## config.mk

```make
export PLATFORM = sky130hd
export DESIGN_NAME = asrt_arbiter
export DESIGN_NICKNAME = d
export VERILOG_FILES = /design/src/logic/asrt_pkg.sv /design/src/logic/asrt_arbiter.sv
export SDC_FILE = /design/constraint.sdc
export NUM_CORES = 1
export LEC_CHECK = 0
export BUFFER_PORTS_ARGS = -buffer_cell sky130_fd_sc_hd__buf_2
export CORE_UTILIZATION = 62
export DETAILED_ROUTE_END_ITERATION = 6
export HOLD_SLACK_MARGIN = 0.08
export PLACE_DENSITY_LB_ADDON = 0.05
export SYNTH_ARGS = -nofsm -noshare
export SYNTH_HDL_FRONTEND = slang
export SYNTH_SLANG_ARGS = --single-unit
export TNS_END_PERCENT = 50
```

## constraint.sdc

```tcl
create_clock -name clk -period 7.2 [get_ports clk]
set_input_delay 1.44 -clock clk [delete_from_list [all_inputs] [get_ports clk]]
set_output_delay 1.44 -clock clk [all_outputs]
set_load 0.02 [all_outputs]
```

## src/logic/asrt_pkg.sv

```systemverilog
/*
  Constants for the arbiter status and reserve-time block: register
  offsets, status bit positions, reset values and timing counts.
  Assumes a 40 MHz device clock.
*/
`default_nettype none
package asrt_pkg;
  // Register offsets
  localparam logic [7:0] ARBITER_STATUS_OFS = 8'h02;
  localparam logic [7:0] RESERVATION_PERIOD_OFS = 8'h03;
  // Reset values
  localparam logic [7:0] ARBITER_STATUS_RST = 8'h00;
  localparam logic [7:0] RESERVATION_PERIOD_RST = 8'h00;
  // Status bit positions
  localparam int SELF_ALERT_TRIGGER_BIT = 5;
  localparam int INBOX_HAS_MAIL_BIT = 4;
  localparam int OUTBOX_WAS_READ_BIT = 3;
  localparam int DOWNSTREAM_STUCK_BIT = 2;
  localparam int RECOVERY_FAILED_BIT = 1;
  localparam int PEER_OWNS_BUS_BIT = 0;
  // Timing
  localparam int CLK_PERIOD_NS = 25;
  localparam int MS_IN_NS = 1_000_000;
  localparam int HUNG_TIME_MS = 500;
  localparam int TICK_CYCLES = MS_IN_NS / CLK_PERIOD_NS;
  localparam int HUNG_CYCLES = HUNG_TIME_MS * TICK_CYCLES;
  localparam int HUNG_CNT_W = 25;
  localparam int TICK_CNT_W = 16;
endpackage
`default_nettype wire

```

## src/logic/asrt_arbiter.sv

```systemverilog
/*
  Status register view, self-test alert, mailbox flags, downstream
  stuck detection and reservation timer of a two-master bus arbiter.
  Assumes an upstream slave front end on clk that presents register
  writes as one-cycle strobes, and neighbouring blocks for the mailbox
  data, control register and interrupt status/mask.
*/
`timescale 1ns/1ps
`default_nettype none
module asrt_arbiter #(
  parameter int unsigned TICK_CYC = asrt_pkg::TICK_CYCLES,
  parameter int unsigned HUNG_CYC = asrt_pkg::HUNG_CYCLES
) (
  // Clock and reset
  input wire logic clk,
  input wire logic sys_rst,
  // Register access, one lane per upstream master
  input wire logic [1:0] reg_wr,
  input wire logic [1:0][7:0] reg_addr,
  input wire logic [1:0][7:0] reg_wdata,
  output logic [1:0][7:0] reg_rdata,
  // Neighbouring blocks
  input wire logic [1:0] mail_written,
  input wire logic [1:0] mail_taken,
  input wire logic [1:0] self_alert_flag_clr,
  input wire logic [1:0] self_alert_mask,
  input wire logic [1:0] ownership_request,
  input wire logic init_failed,
  output logic [1:0] ownership_granted,
  output logic [1:0] self_alert_active,
  // Pins
  input wire logic ds_sda_in,
  input wire logic ds_scl_in,
  output logic [1:0] upstream_alert_n
);
  logic sda_s1_r, sda_s2_r, scl_s1_r, scl_s2_r, scl_d_r;
  logic [1:0] alert_r, alert_nxt, alert_n_r, alert_n_nxt;
  logic [1:0] full_r, full_nxt, grant_r, grant_nxt;
  logic [1:0][7:0] rt_r, rt_nxt, rdata_r, rdata_nxt;
  logic last_r, last_nxt, timed_r, timed_nxt, stuck_r, stuck_nxt, fail_r, fail_nxt;
  logic [7:0] remain_r, remain_nxt;
  logic [asrt_pkg::TICK_CNT_W-1:0] pre_r, pre_nxt;
  logic [asrt_pkg::HUNG_CNT_W-1:0] hung_r, hung_nxt;
  logic owner;

  function automatic logic [7:0] status_view(input logic m);
    logic [7:0] v;
    v = 8'h00;
    v[asrt_pkg::INBOX_HAS_MAIL_BIT] = full_r[m];
    v[asrt_pkg::OUTBOX_WAS_READ_BIT] = ~full_r[~m];
    v[asrt_pkg::DOWNSTREAM_STUCK_BIT] = stuck_r;
    v[asrt_pkg::RECOVERY_FAILED_BIT] = fail_r;
    v[asrt_pkg::PEER_OWNS_BUS_BIT] = grant_r[~m];
    return v;
  endfunction

  function automatic logic is_write(input logic m, input logic [7:0] ofs);
    return reg_wr[m] && (reg_addr[m] == ofs);
  endfunction

  // Pins cross into clk through two flops
  always_ff @(posedge clk or posedge sys_rst)
  begin
    if (sys_rst)
    begin
      sda_s1_r <= 1'b1;
      sda_s2_r <= 1'b1;
      scl_s1_r <= 1'b1;
      scl_s2_r <= 1'b1;
      scl_d_r <= 1'b1;
    end
    else
    begin
      sda_s1_r <= ds_sda_in;
      sda_s2_r <= sda_s1_r;
      scl_s1_r <= ds_scl_in;
      scl_s2_r <= scl_s1_r;
      scl_d_r <= scl_s2_r;
    end
  end

  always_comb
  begin
    alert_nxt = alert_r;
    full_nxt = full_r;
    rt_nxt = rt_r;
    grant_nxt = grant_r;
    last_nxt = last_r;
    timed_nxt = timed_r;
    remain_nxt = remain_r;
    pre_nxt = pre_r;
    owner = grant_r[1];
    for (int m = 0; m < 2; m++)
    begin
      // per-master trigger; zero ignored; set beats clear
      alert_nxt[m] = (is_write(1'(m), asrt_pkg::ARBITER_STATUS_OFS)
                      && reg_wdata[m][asrt_pkg::SELF_ALERT_TRIGGER_BIT])
                     || (alert_r[m] && !self_alert_flag_clr[m]);
      // inbox filled by peer, emptied by own read
      full_nxt[m] = mail_written[1 - m] || (full_r[m] && !mail_taken[m]);
      // stored length only sampled at grant
      if (is_write(1'(m), asrt_pkg::RESERVATION_PERIOD_OFS))
        rt_nxt[m] = reg_wdata[m];
    end
    if (pre_r == asrt_pkg::TICK_CNT_W'(TICK_CYC - 1))
    begin
      pre_nxt = '0;
      if (timed_r && remain_r != 8'h00)
        remain_nxt = remain_r - 8'h01;
    end
    else
      pre_nxt = pre_r + 1'b1;
    if (grant_r == 2'b00)
    begin
      if (ownership_request != 2'b00)
      begin
        // Alternate on a tie so neither master starves
        if (ownership_request == 2'b11)
          owner = ~last_r;
        else
          owner = ownership_request[1];
        grant_nxt = 2'b01 << owner;
      end
    end
    else if (!ownership_request[owner])
      grant_nxt = 2'b00;
    // hand over only after a timed period expires
    else if (ownership_request[~owner] && timed_r && remain_r == 8'h00)
    begin
      owner = ~owner;
      grant_nxt = 2'b01 << owner;
    end
    // new grant loads and restarts the timer
    if (grant_nxt != 2'b00 && grant_nxt != grant_r)
    begin
      last_nxt = owner;
      remain_nxt = rt_r[owner];
      timed_nxt = rt_r[owner] != 8'h00;
      pre_nxt = '0;
    end
    // either line low counts; a clock edge or idle bus restarts
    if ((scl_s2_r != scl_d_r) || (sda_s2_r && scl_s2_r))
      hung_nxt = '0;
    else if (hung_r != asrt_pkg::HUNG_CNT_W'(HUNG_CYC))
      hung_nxt = hung_r + 1'b1;
    else
      hung_nxt = hung_r;
    stuck_nxt = hung_nxt == asrt_pkg::HUNG_CNT_W'(HUNG_CYC);
    // failure level from the initialization sequencer
    fail_nxt = init_failed;
    // alert line low while alert unmasked
    alert_n_nxt = ~(alert_r & ~self_alert_mask);
    // per-port view; trigger bit reads zero
    for (int m = 0; m < 2; m++)
    begin
      if (reg_addr[m] == asrt_pkg::ARBITER_STATUS_OFS)
        rdata_nxt[m] = status_view(1'(m));
      else if (reg_addr[m] == asrt_pkg::RESERVATION_PERIOD_OFS)
        rdata_nxt[m] = rt_r[m];
      else
        rdata_nxt[m] = 8'h00;
    end
  end

  always_ff @(posedge clk or posedge sys_rst)
  begin
    if (sys_rst)
    begin
      alert_r <= 2'b00;
      alert_n_r <= 2'b11;
      full_r <= 2'b00;
      rt_r <= {2{asrt_pkg::RESERVATION_PERIOD_RST}};
      grant_r <= 2'b00;
      last_r <= 1'b1;
      timed_r <= 1'b0;
      remain_r <= 8'h00;
      pre_r <= '0;
      hung_r <= '0;
      stuck_r <= 1'b0;
      fail_r <= 1'b0;
      rdata_r <= {2{asrt_pkg::ARBITER_STATUS_RST}};
    end
    else
    begin
      alert_r <= alert_nxt;
      alert_n_r <= alert_n_nxt;
      full_r <= full_nxt;
      rt_r <= rt_nxt;
      grant_r <= grant_nxt;
      last_r <= last_nxt;
      timed_r <= timed_nxt;
      remain_r <= remain_nxt;
      pre_r <= pre_nxt;
      hung_r <= hung_nxt;
      stuck_r <= stuck_nxt;
      fail_r <= fail_nxt;
      rdata_r <= rdata_nxt;
    end
  end

  assign reg_rdata = rdata_r;
  assign ownership_granted = grant_r;
  assign self_alert_active = alert_r;
  assign upstream_alert_n = alert_n_r;
endmodule // asrt_arbiter
`default_nettype wire

```

==> results of run 1 <==
per-stage QoR:
step | util (%) | std cells | worst slack [ps] | total power (W) | hold WS, ps
after floorplan | - | 462 | 3210 | 0.000809 | 345
after global placement | 71.3 | 618 | 3800 | 0.000863 | 346
after detailed placement | 71.3 | 618 | 3670 | 0.000873 | 349
after CTS | 74.2 | 634 | 4040 | 0.00126 | 363
after global routing | 74.2 | 634 | 3880 | 0.00131 | 367
final | 74.2 | 634 | 4030 | 0.00125 | 361
flip-flops by register name (all words and copies together), names as in the netlist, 2 cells and up:
name               cells
ownership_granted      2
self_alert_active      2
reg_rdata             16
rt_r                  16
upstream_alert_n       2
full_r                 2
remain_r               8
pre_r                 16
hung_r                25
power by group:
part,internal (W),leakage [nW],switching [W],total (W)
Sequential,0.000587,1.32,0.0000484,0.000636
Combinational,0.0000997,1.24,0.000127,0.000227
Clock,0.000197,0.107,0.000192,0.000389
Total,0.000884,2.67,0.000367,0.00125
metal layers:
metal / part of all wire, % / track usage [%] / vias up
met5: 0 / 0 / -
met4: 1.9 / 9.54 / 0
met3: 3.0 / 4.71 / 15
met2: 50 / 44.4 / 76
met1: 45 / 33.3 / 1818
li1: - / - / 1781
final timing paths:
path | start | to | slack (ps) | depth (start not counted)
worst min-delay path | sda_s1_r | sda_s2_r | 360 | 0
max in group asynchronous | sys_rst | reg_rdata[7] | 4960 | 3
min in group asynchronous | sys_rst | pre_r[10] | 1020 | 2
worst max register to register | remain_r[3] | timed_r | 4210 | 6
worst max-delay path | ownership_request[0] | timed_r | 4030 | 7
worst min register to register | sda_s1_r | sda_s2_r | 360 | 0
logic make-up after synthesis:
logic type | synth area share [%]
simple gates | 23.0
fa+ha+maj | 1.28
xor+xnor | 7.71
buf+inv | 2.51
mux | 8.84
flops | 50.4
compound gates | 6.25
synth_stat cells, drive strengths merged, types with 13 or more instances:
library cell | count | area, um^2
dfrtp | 90 | 2250
nor2 | 67 | 251
xor2 | 25 | 219
mux2i | 24 | 240
nand3 | 24 | 120
and3 | 19 | 119
nand2 | 18 | 67.6
xnor2 | 18 | 158
mux2 | 17 | 191
nand4 | 17 | 128
a21oi | 16 | 87.6
nor4 | 14 | 130
inv | 13 | 48.8
layout make-up:
type	count	area [um^2]	share of cell area [%]
clock buffers	10	128	2.31
flip-flops and latches	98	2460	44.6
well taps	99	124	2.24
multi-input cells	335	2300	41.6
inverters	13	51.3	0.928
clock inverters	6	90.1	1.63
repair buffers	73	373	6.75
==> run_results.csv, run 1 <==
group,metric,value,unit
clock_tree,ctsHoldBuffers,0,
sta,fin_crit,3170,ps
worst_setup_path,critPathKind,"primary input to register",
logic_synthesis,async_reset_ff_share,100,%
worst_setup_path,required,7450,ps
placement,place_congestion,0.804,
clock_tree,htreeDepth,3,
logic_synthesis,postSynthCellCount,462,
global_route,grt_usage,26.1,%
die,fp-row-count,31,
routing,wl,10100,um
logic_synthesis,synth-main-ff-cell,"dfrtp_1",
sta,skew,5.89,ps
worst_setup_path,start_kind,"primary input",
worst_setup_path,worstSetupEndpointType,"register",
die,pin_count,71,
sta,rsz0062_at_grt,"no",
clock_tree,cts_sinks,98,
global_route,grt_first_pass_wirelength,17000,um
clock_tree,cts_buffer_depth,2,
routing,firstDrtPassIters,4,
cells_and_area,design_area,5530,um^2
logic_synthesis,synth_cell_types,56,
worst_setup_path,path_delay_family,"compound AO/OA/AOI/OAI gates",
clock_tree,path_clk_slew,90,ps
worst_setup_path,path_buf_inv,1,
global_route,grt_start_max_net_pins,77,
worst_setup_path,path_cells,"buf_2 > nand2_1 > nor4_4 > nand2_1 > a22oi_1 > a211oi_1 > a221o_1",
hold_path,min_path_type,"register to register",
cells_and_area,synthToLayoutAreaGrowth,13.2,%
sta,slew_viol_final,0,
worst_setup_path,slowest_delay,930,ps
routing,drt_iter0_markers,149,
logic_synthesis,ys_seq_elements,98,
routing,num_vias,3690,
power_and_ir_drop,leakagePower,2.67,nW
routing,post_drt_wl_per_cell,15.9,um
die,start_util,65.6,%
routing,post_drt_via_cell_ratio,5.82,
clock_tree,cts_setup_buffers,0,
cells_and_area,final_common_cell,"dfrtp_1",
logic_synthesis,ys_warn_count,0,
sta,finalSetupTns,0,ps
placement,place_area,5310,um^2
global_route,antenna_found_initial,0,
die,die_area,8230,um^2
sta,setup_violations,0,
die,coreArea,7450,um^2
clock_tree,cts_tree,"yes",
global_route,overflow,0,
cells_and_area,fillers,573,
flow_run,cap_violations,0,
die,die_h,90.7,um
logic_synthesis,syn_avg_cell_area,10.6,um^2
worst_setup_path,crit_slowest_cell,"a22oi_1",
routing,drc,0,
global_route,grt_pass1_vias,3702,
power_and_ir_drop,powerDensity,227,nW/um^2
clock_tree,cts-buffers-inserted,9,
cells_and_area,fin_nets,584,
sta,finalHoldViolCount,0,
sta,worstMarginPinSlew,1230,ps
sta,max_freq,315,MHz
logic_synthesis,yosysSeqAreaShare,50.4,%
cells_and_area,post_route_cells_drive_above_1_share,23.6,%
logic_synthesis,syn_area,4880,um^2
sta,timing.slew.headroom,18.1,%
cells_and_area,final_cell_mix,"dfrtp_1, buf_2, nor2_1",
power_and_ir_drop,peakVddDrop,0.162,mV
logic_synthesis,synth_edf_count,0,
logic_synthesis,syn-num-nets,516,
worst_setup_path,critical_path_arrival,3420,ps
worst_setup_path,cp_max_fo,10,
clock_tree,clock_latency,360,ps
sta,period_share,44.0,%
run_status,outcome,"finished clean",
die,die_w,90.7,um
placement,io_buffers,70,
placement,place_hpwl,7130,um
routing,ant_nets,0,
cells_and_area,diodes,0,
worst_setup_path,critPathMostFrequentCell,"nand2_1",
clock_tree,cts-resized-gates,0,
clock_tree,ctsRootBufferMaster,"clkbuf_8",
Note: power is estimated with default switching activity, not from simulation.
==> inputs of run 2 (changes only) <==
Settings changed: CORE_UTILIZATION 62 to 52.
Clock period 7.2 ns to 2.89 ns, I/O delays scaled along.
==> run_results.csv, run 2 (same netlist as run 1, synthesis figures left out) <==
group,metric,value,unit
sta,slew_viol_final,0,
clock_tree,cts_tree,"yes",
die,die_h,98.9,um
placement,place_hpwl,7060,um
power_and_ir_drop,peakVddDrop,0.247,mV
power_and_ir_drop,leakagePower,2.69,nW
power_and_ir_drop,power_frac_clock,32.0,%
global_route,grt_start_max_net_pins,77,
power_and_ir_drop,seqPwrFrac,50.0,%
sta,finalSetupTns,0,ps
cells_and_area,largest_register_ffs,25,
sta,setup_violations,0,
sta,timing.slew.headroom,53.7,%
power_and_ir_drop,switchingPower,0.000949,W
clock_tree,htreeDepth,3,
global_route,grt_usage,21.4,%
sta,skew,10.3,ps
cells_and_area,top_register,"hung_r",
worst_setup_path,worstSetupEndpointType,"register",
routing,post_drt_wl_per_cell,15.2,um
power_and_ir_drop,powerDensity,568,nW/um^2
clock_tree,cts-resized-gates,0,
sta,rsz0062_at_grt,"no",
clock_tree,ctsHoldBuffers,0,
routing,wl,9850,um
sta,max_freq,420,MHz
die,die_w,98.9,um
routing,firstDrtPassIters,4,
run_status,outcome,"finished clean",
cells_and_area,synthToLayoutAreaGrowth,14.4,%
clock_tree,cts_sinks,98,
routing,drc,0,
placement,place_congestion,0.843,
die,die_area,9780,um^2
clock_tree,cts_setup_buffers,0,
routing,num_vias,3623,
sta,fin_crit,2380,ps
flow_run,cap_violations,0,
routing,drt_iter0_markers,126,
cells_and_area,fin_nets,587,
sta,finalHoldViolCount,0,
cells_and_area,diodes,0,
global_route,overflow,0,
placement,io_buffers,70,
routing,post_drt_via_cell_ratio,5.61,
die,coreArea,8890,um^2
global_route,grt_pass1_vias,3420,
die,fp-row-count,34,
worst_setup_path,required,3120,ps
cells_and_area,final_core_util,62.8,%
power_and_ir_drop,netSwitchingFraction,29.9,%
sta,worstMarginPinSlew,689,ps
cells_and_area,final_cell_mix,"dfrtp_1, buf_2, nor2_1",
global_route,grt_first_pass_wirelength,16500,um
die,pin_count,71,
die,start_util,54.9,%
routing,ant_nets,0,
cells_and_area,final_common_cell,"dfrtp_1",
clock_tree,cts-buffers-inserted,9,
worst_setup_path,critical_path_arrival,2620,ps
global_route,antenna_found_initial,0,
clock_tree,cts_buffer_depth,2,
power_and_ir_drop,combPwrFrac,18.0,%
worst_setup_path,cp_max_fo,15,
clock_tree,path_clk_slew,100,ps
clock_tree,clock_latency,370,ps
cells_and_area,post_route_cells_drive_above_1_share,24.2,%
power_and_ir_drop,p_int,0.00222,W
sta,period_share,82.5,%
worst_setup_path,critPathKind,"register to register",
clock_tree,ctsRootBufferMaster,"clkbuf_8",
worst_setup_path,start_kind,"register",
hold_path,min_path_type,"primary input to async pin",
## run 2: final timing paths
| kind | startpoint | to | slack [ps] | cells after the start |
|---|---|---|---|---|
| setup / recovery | remain_r[3] | pre_r[9] | 510 | 6 |
| hold / removal | sys_rst | pre_r[12] | 230 | 2 |
| setup reg to reg | remain_r[3] | pre_r[9] | 510 | 6 |
| hold reg to reg | scl_s1_r | scl_s2_r | 350 | 0 |
| max in group asynchronous | sys_rst | upstream_alert_n[1] | 1900 | 3 |
| min in group clk | ds_sda_in | sda_s1_r | 300 | 1 |
## run 2: power groups by stage
stage | clock network, W | registers (W) | logic, W
after CTS | 0.00104 | 0.00158 | 0.000580
after floorplan | 0 | 0.00157 | 0.000440
after global placement | 0 | 0.00160 | 0.000559
after global routing | 0.00110 | 0.00160 | 0.000634
after detailed placement | 0 | 0.00161 | 0.000573
final | 0.00101 | 0.00158 | 0.000572
## run 2: critical path, cell delays in order (launching register included)
cell,delay (ps)
dfrtp_1,420
or4_4,590
nor4_4,360
o22ai_1,150
buf_4,210
nand2_1,410
nor2_1,110
## run 2: area by class of cell
| type | instances | area [um^2] |
|---|---|---|
| Timing Repair Buffer | 76 | 408 |
| Tap cell | 108 | 135 |
| Sequential cell | 98 | 2460 |
| Inverter | 13 | 52.6 |
| Clock buffer | 9 | 124 |
| Fill cell | 744 | 3310 |
| Multi-Input combinational cell | 335 | 2300 |
| Clock inverter | 7 | 105 |
## run 2: per-layer routing
metal	vias up	GRT usage, %	share of wire, %
met4	0	8.61	1.7
li1	1796	-	-
met1	1745	29.8	48
met3	16	3.40	3.3
met5	-	0	0
met2	66	33.6	47
## run 2: stage by stage
stage	cells	cell area, um^2	total power [W]	worst slack, ps	hold slack [ps]
2_1_floorplan	462	4890	0.00202	624	345
6_report	646	5580	0.00317	507	230
3_5_place_dp	630	5360	0.00218	528	347
3_3_place_gp	630	5360	0.00216	603	346
5_1_grt	646	5580	0.00333	403	257
4_1_cts	646	5580	0.00320	507	240
==> inputs of run 3 (changes only) <==
Clock period 2.89 ns to 2.1 ns, I/O delays scaled along.
==> run_results.csv, run 3 (same netlist as run 1, synthesis figures left out) <==
group,metric,value,unit
clock_tree,path_clk_slew,100,ps
power_and_ir_drop,netSwitchingFraction,30.0,%
cells_and_area,synthToLayoutAreaGrowth,21.7,%
clock_tree,clock_latency,360,ps
worst_setup_path,path_cells,"ha_2 > inv_1 > or4_4 > or3_1 > a21oi_2 > o211ai_1 > nor4_2",
cells_and_area,fin_nets,632,
die,die_w,98.9,um
placement,place_hpwl,7740,um
cells_and_area,largest_register_ffs,25,
cells_and_area,top_register,"hung_r",
worst_setup_path,path_buf_inv,1,
sta,skew,10.3,ps
die,start_util,54.9,%
run_status,violations,"setup timing",
worst_setup_path,critical_path_arrival,2380,ps
clock_tree,cts_buffer_depth,2,
clock_tree,cts_tree,"yes",
sta,timing.slew.headroom,63.1,%
die,die_h,98.9,um
routing,drc,0,
clock_tree,cts_sinks,98,
power_and_ir_drop,switchingPower,0.00130,W
routing,met3WireLength,341,um
die,pin_count,71,
routing,post_drt_via_cell_ratio,5.61,
die,fp-row-count,34,
cells_and_area,final_cell_mix,"dfrtp_1, buf_2, nor2_1",
routing,wl,10400,um
sta,fin_crit,2120,ps
worst_setup_path,slowest_delay,540,ps
sta,setup_ws,-20.5,ps
worst_setup_path,regToRegEndpoint,"stuck_r",
global_route,grt_usage,23.2,%
power_and_ir_drop,peakVddDrop,0.399,mV
worst_setup_path,required,2360,ps
clock_tree,ctsHoldBuffers,0,
cells_and_area,diodes,0,
placement,place_congestion,0.880,
worst_setup_path,path_delay_family,"simple AND/OR/NAND/NOR gates",
power_and_ir_drop,finalPower,0.00433,W
routing,wl_met2,5070,um
power_and_ir_drop,p_int,0.00303,W
global_route,antenna_found_initial,0,
global_route,grt_start_max_net_pins,31,
worst_setup_path,r2r_start,"hung_r[0]",
worst_setup_path,crit_slowest_cell,"or4_4",
power_and_ir_drop,seqPwrFrac,49.6,%
sta,max_freq,472,MHz
flow_run,cap_violations,0,
global_route,overflow,0,
sta,worstMarginPinSlew,552,ps
clock_tree,ctsRootBufferMaster,"clkbuf_8",
worst_setup_path,critPathKind,"register to register",
worst_setup_path,rr_worst_depth,7,
cells_and_area,final_core_util,66.8,%
global_route,grt_pass1_vias,3717,
power_and_ir_drop,combPwrFrac,22.5,%
routing,top_layer,"met4",
routing,ant_nets,0,
sta,finalHoldViolCount,0,
worst_setup_path,rrSetupSlack,-20,ps
sta,setup_violations,3,
clock_tree,cts-buffers-inserted,9,
power_and_ir_drop,leakagePower,2.92,nW
routing,firstDrtPassIters,4,
hold_path,min_path_type,"primary input to async pin",
sta,rsz0062_at_grt,"yes",
routing,drt_iter0_markers,192,
worst_setup_path,start_kind,"register",
die,die_area,9780,um^2
sta,period_share,101,%
run_status,outcome,"finished, violations left",
power_and_ir_drop,powerDensity,729,nW/um^2
routing,post_drt_wl_per_cell,15.1,um
clock_tree,htreeDepth,3,
worst_setup_path,worstSetupEndpointType,"register",
routing,drt-met1-wl,4900,um
global_route,grt_first_pass_wirelength,17800,um
worst_setup_path,cp_max_fo,3,
sta,finalSetupTns,-24.1,ps
power_and_ir_drop,power_frac_clock,27.9,%
cells_and_area,post_route_cells_drive_above_1_share,30.8,%
die,coreArea,8890,um^2
placement,io_buffers,70,
routing,num_vias,3870,
cells_and_area,final_common_cell,"dfrtp_1",
sta,slew_viol_final,0,
-- run 3: cell count changes in the layout (fill, tap and decap cells not counted), sizes merged --
cell,delta
bufinv,-1
clkinv,+3
buf,+45
inv,-3
-- run 3: per-layer routing --
metal	up-vias	GRT usage (%)
li1	1880	-
met1	1904	32.7
met2	76	36.7
met3	10	4.33
met4	0	7.00
met5	-	0
-- run 3: worst max path at each step --
| stage | start | end | slack (ps) | depth (start not counted) |
|---|---|---|---|---|
| after floorplan | hung_r[0] | stuck_r | -170 | 8 |
| after global placement | remain_r[3] | timed_r | -80 | 7 |
| after detailed placement | remain_r[3] | timed_r | -130 | 7 |
| after CTS | hung_r[0] | stuck_r | -20 | 7 |
| after global routing | remain_r[3] | timed_r | -150 | 7 |
| final | hung_r[0] | stuck_r | -20 | 7 |
-- run 3: worst reg2reg max path: cells and delay by family (launching register included) --
kind / cells / cell delay [ps]
flip-flops: 1 / 370
AND/OR/NAND/NOR: 3 / 1110
buffers and inverters: 1 / 90
adder cells (fa/ha/maj): 1 / 190
AO/OA/AOI/OAI: 2 / 270
-- run 3: through the flow --
step,setup WS (ps),std cells,cell area [um^2],hold WS [ps]
after floorplan,-166,462,4890,345
after global placement,-81.9,672,5680,346
after detailed placement,-129,672,5680,347
after CTS,-16.6,689,5910,108
after global routing,-148,690,5940,123
final,-20.5,690,5940,105
-- run 3: repair_timing --
action                                  4_1_cts  5_1_grt
cloned                                        1        0
endpoints found under the hold margin         0        0
endpoints found under the setup margin       10       25
buffers inserted                              1        1
resized for setup                             8        3
pin swaps                                     5        0
-- run 3: area by class of cell --
| type | instances | area (um^2) |
|---|---|---|
| clock buffer | 9 | 124 |
| clock inverter | 6 | 67.6 |
| fill | 715 | 2950 |
| inverter | 13 | 52.6 |
| multi-input combinational | 335 | 2340 |
| sequential | 98 | 2460 |
| tap | 108 | 135 |
| timing repair buffer | 121 | 762 |
-- run 3: power groups by stage --
stage          clock, W  combinational, W  sequential (W)
2_1_floorplan         0          0.000606         0.00217
3_5_place_dp          0          0.000908         0.00218
3_3_place_gp          0          0.000886         0.00218
5_1_grt         0.00133           0.00108         0.00217
4_1_cts         0.00125          0.000954         0.00215
6_report        0.00121          0.000976         0.00215
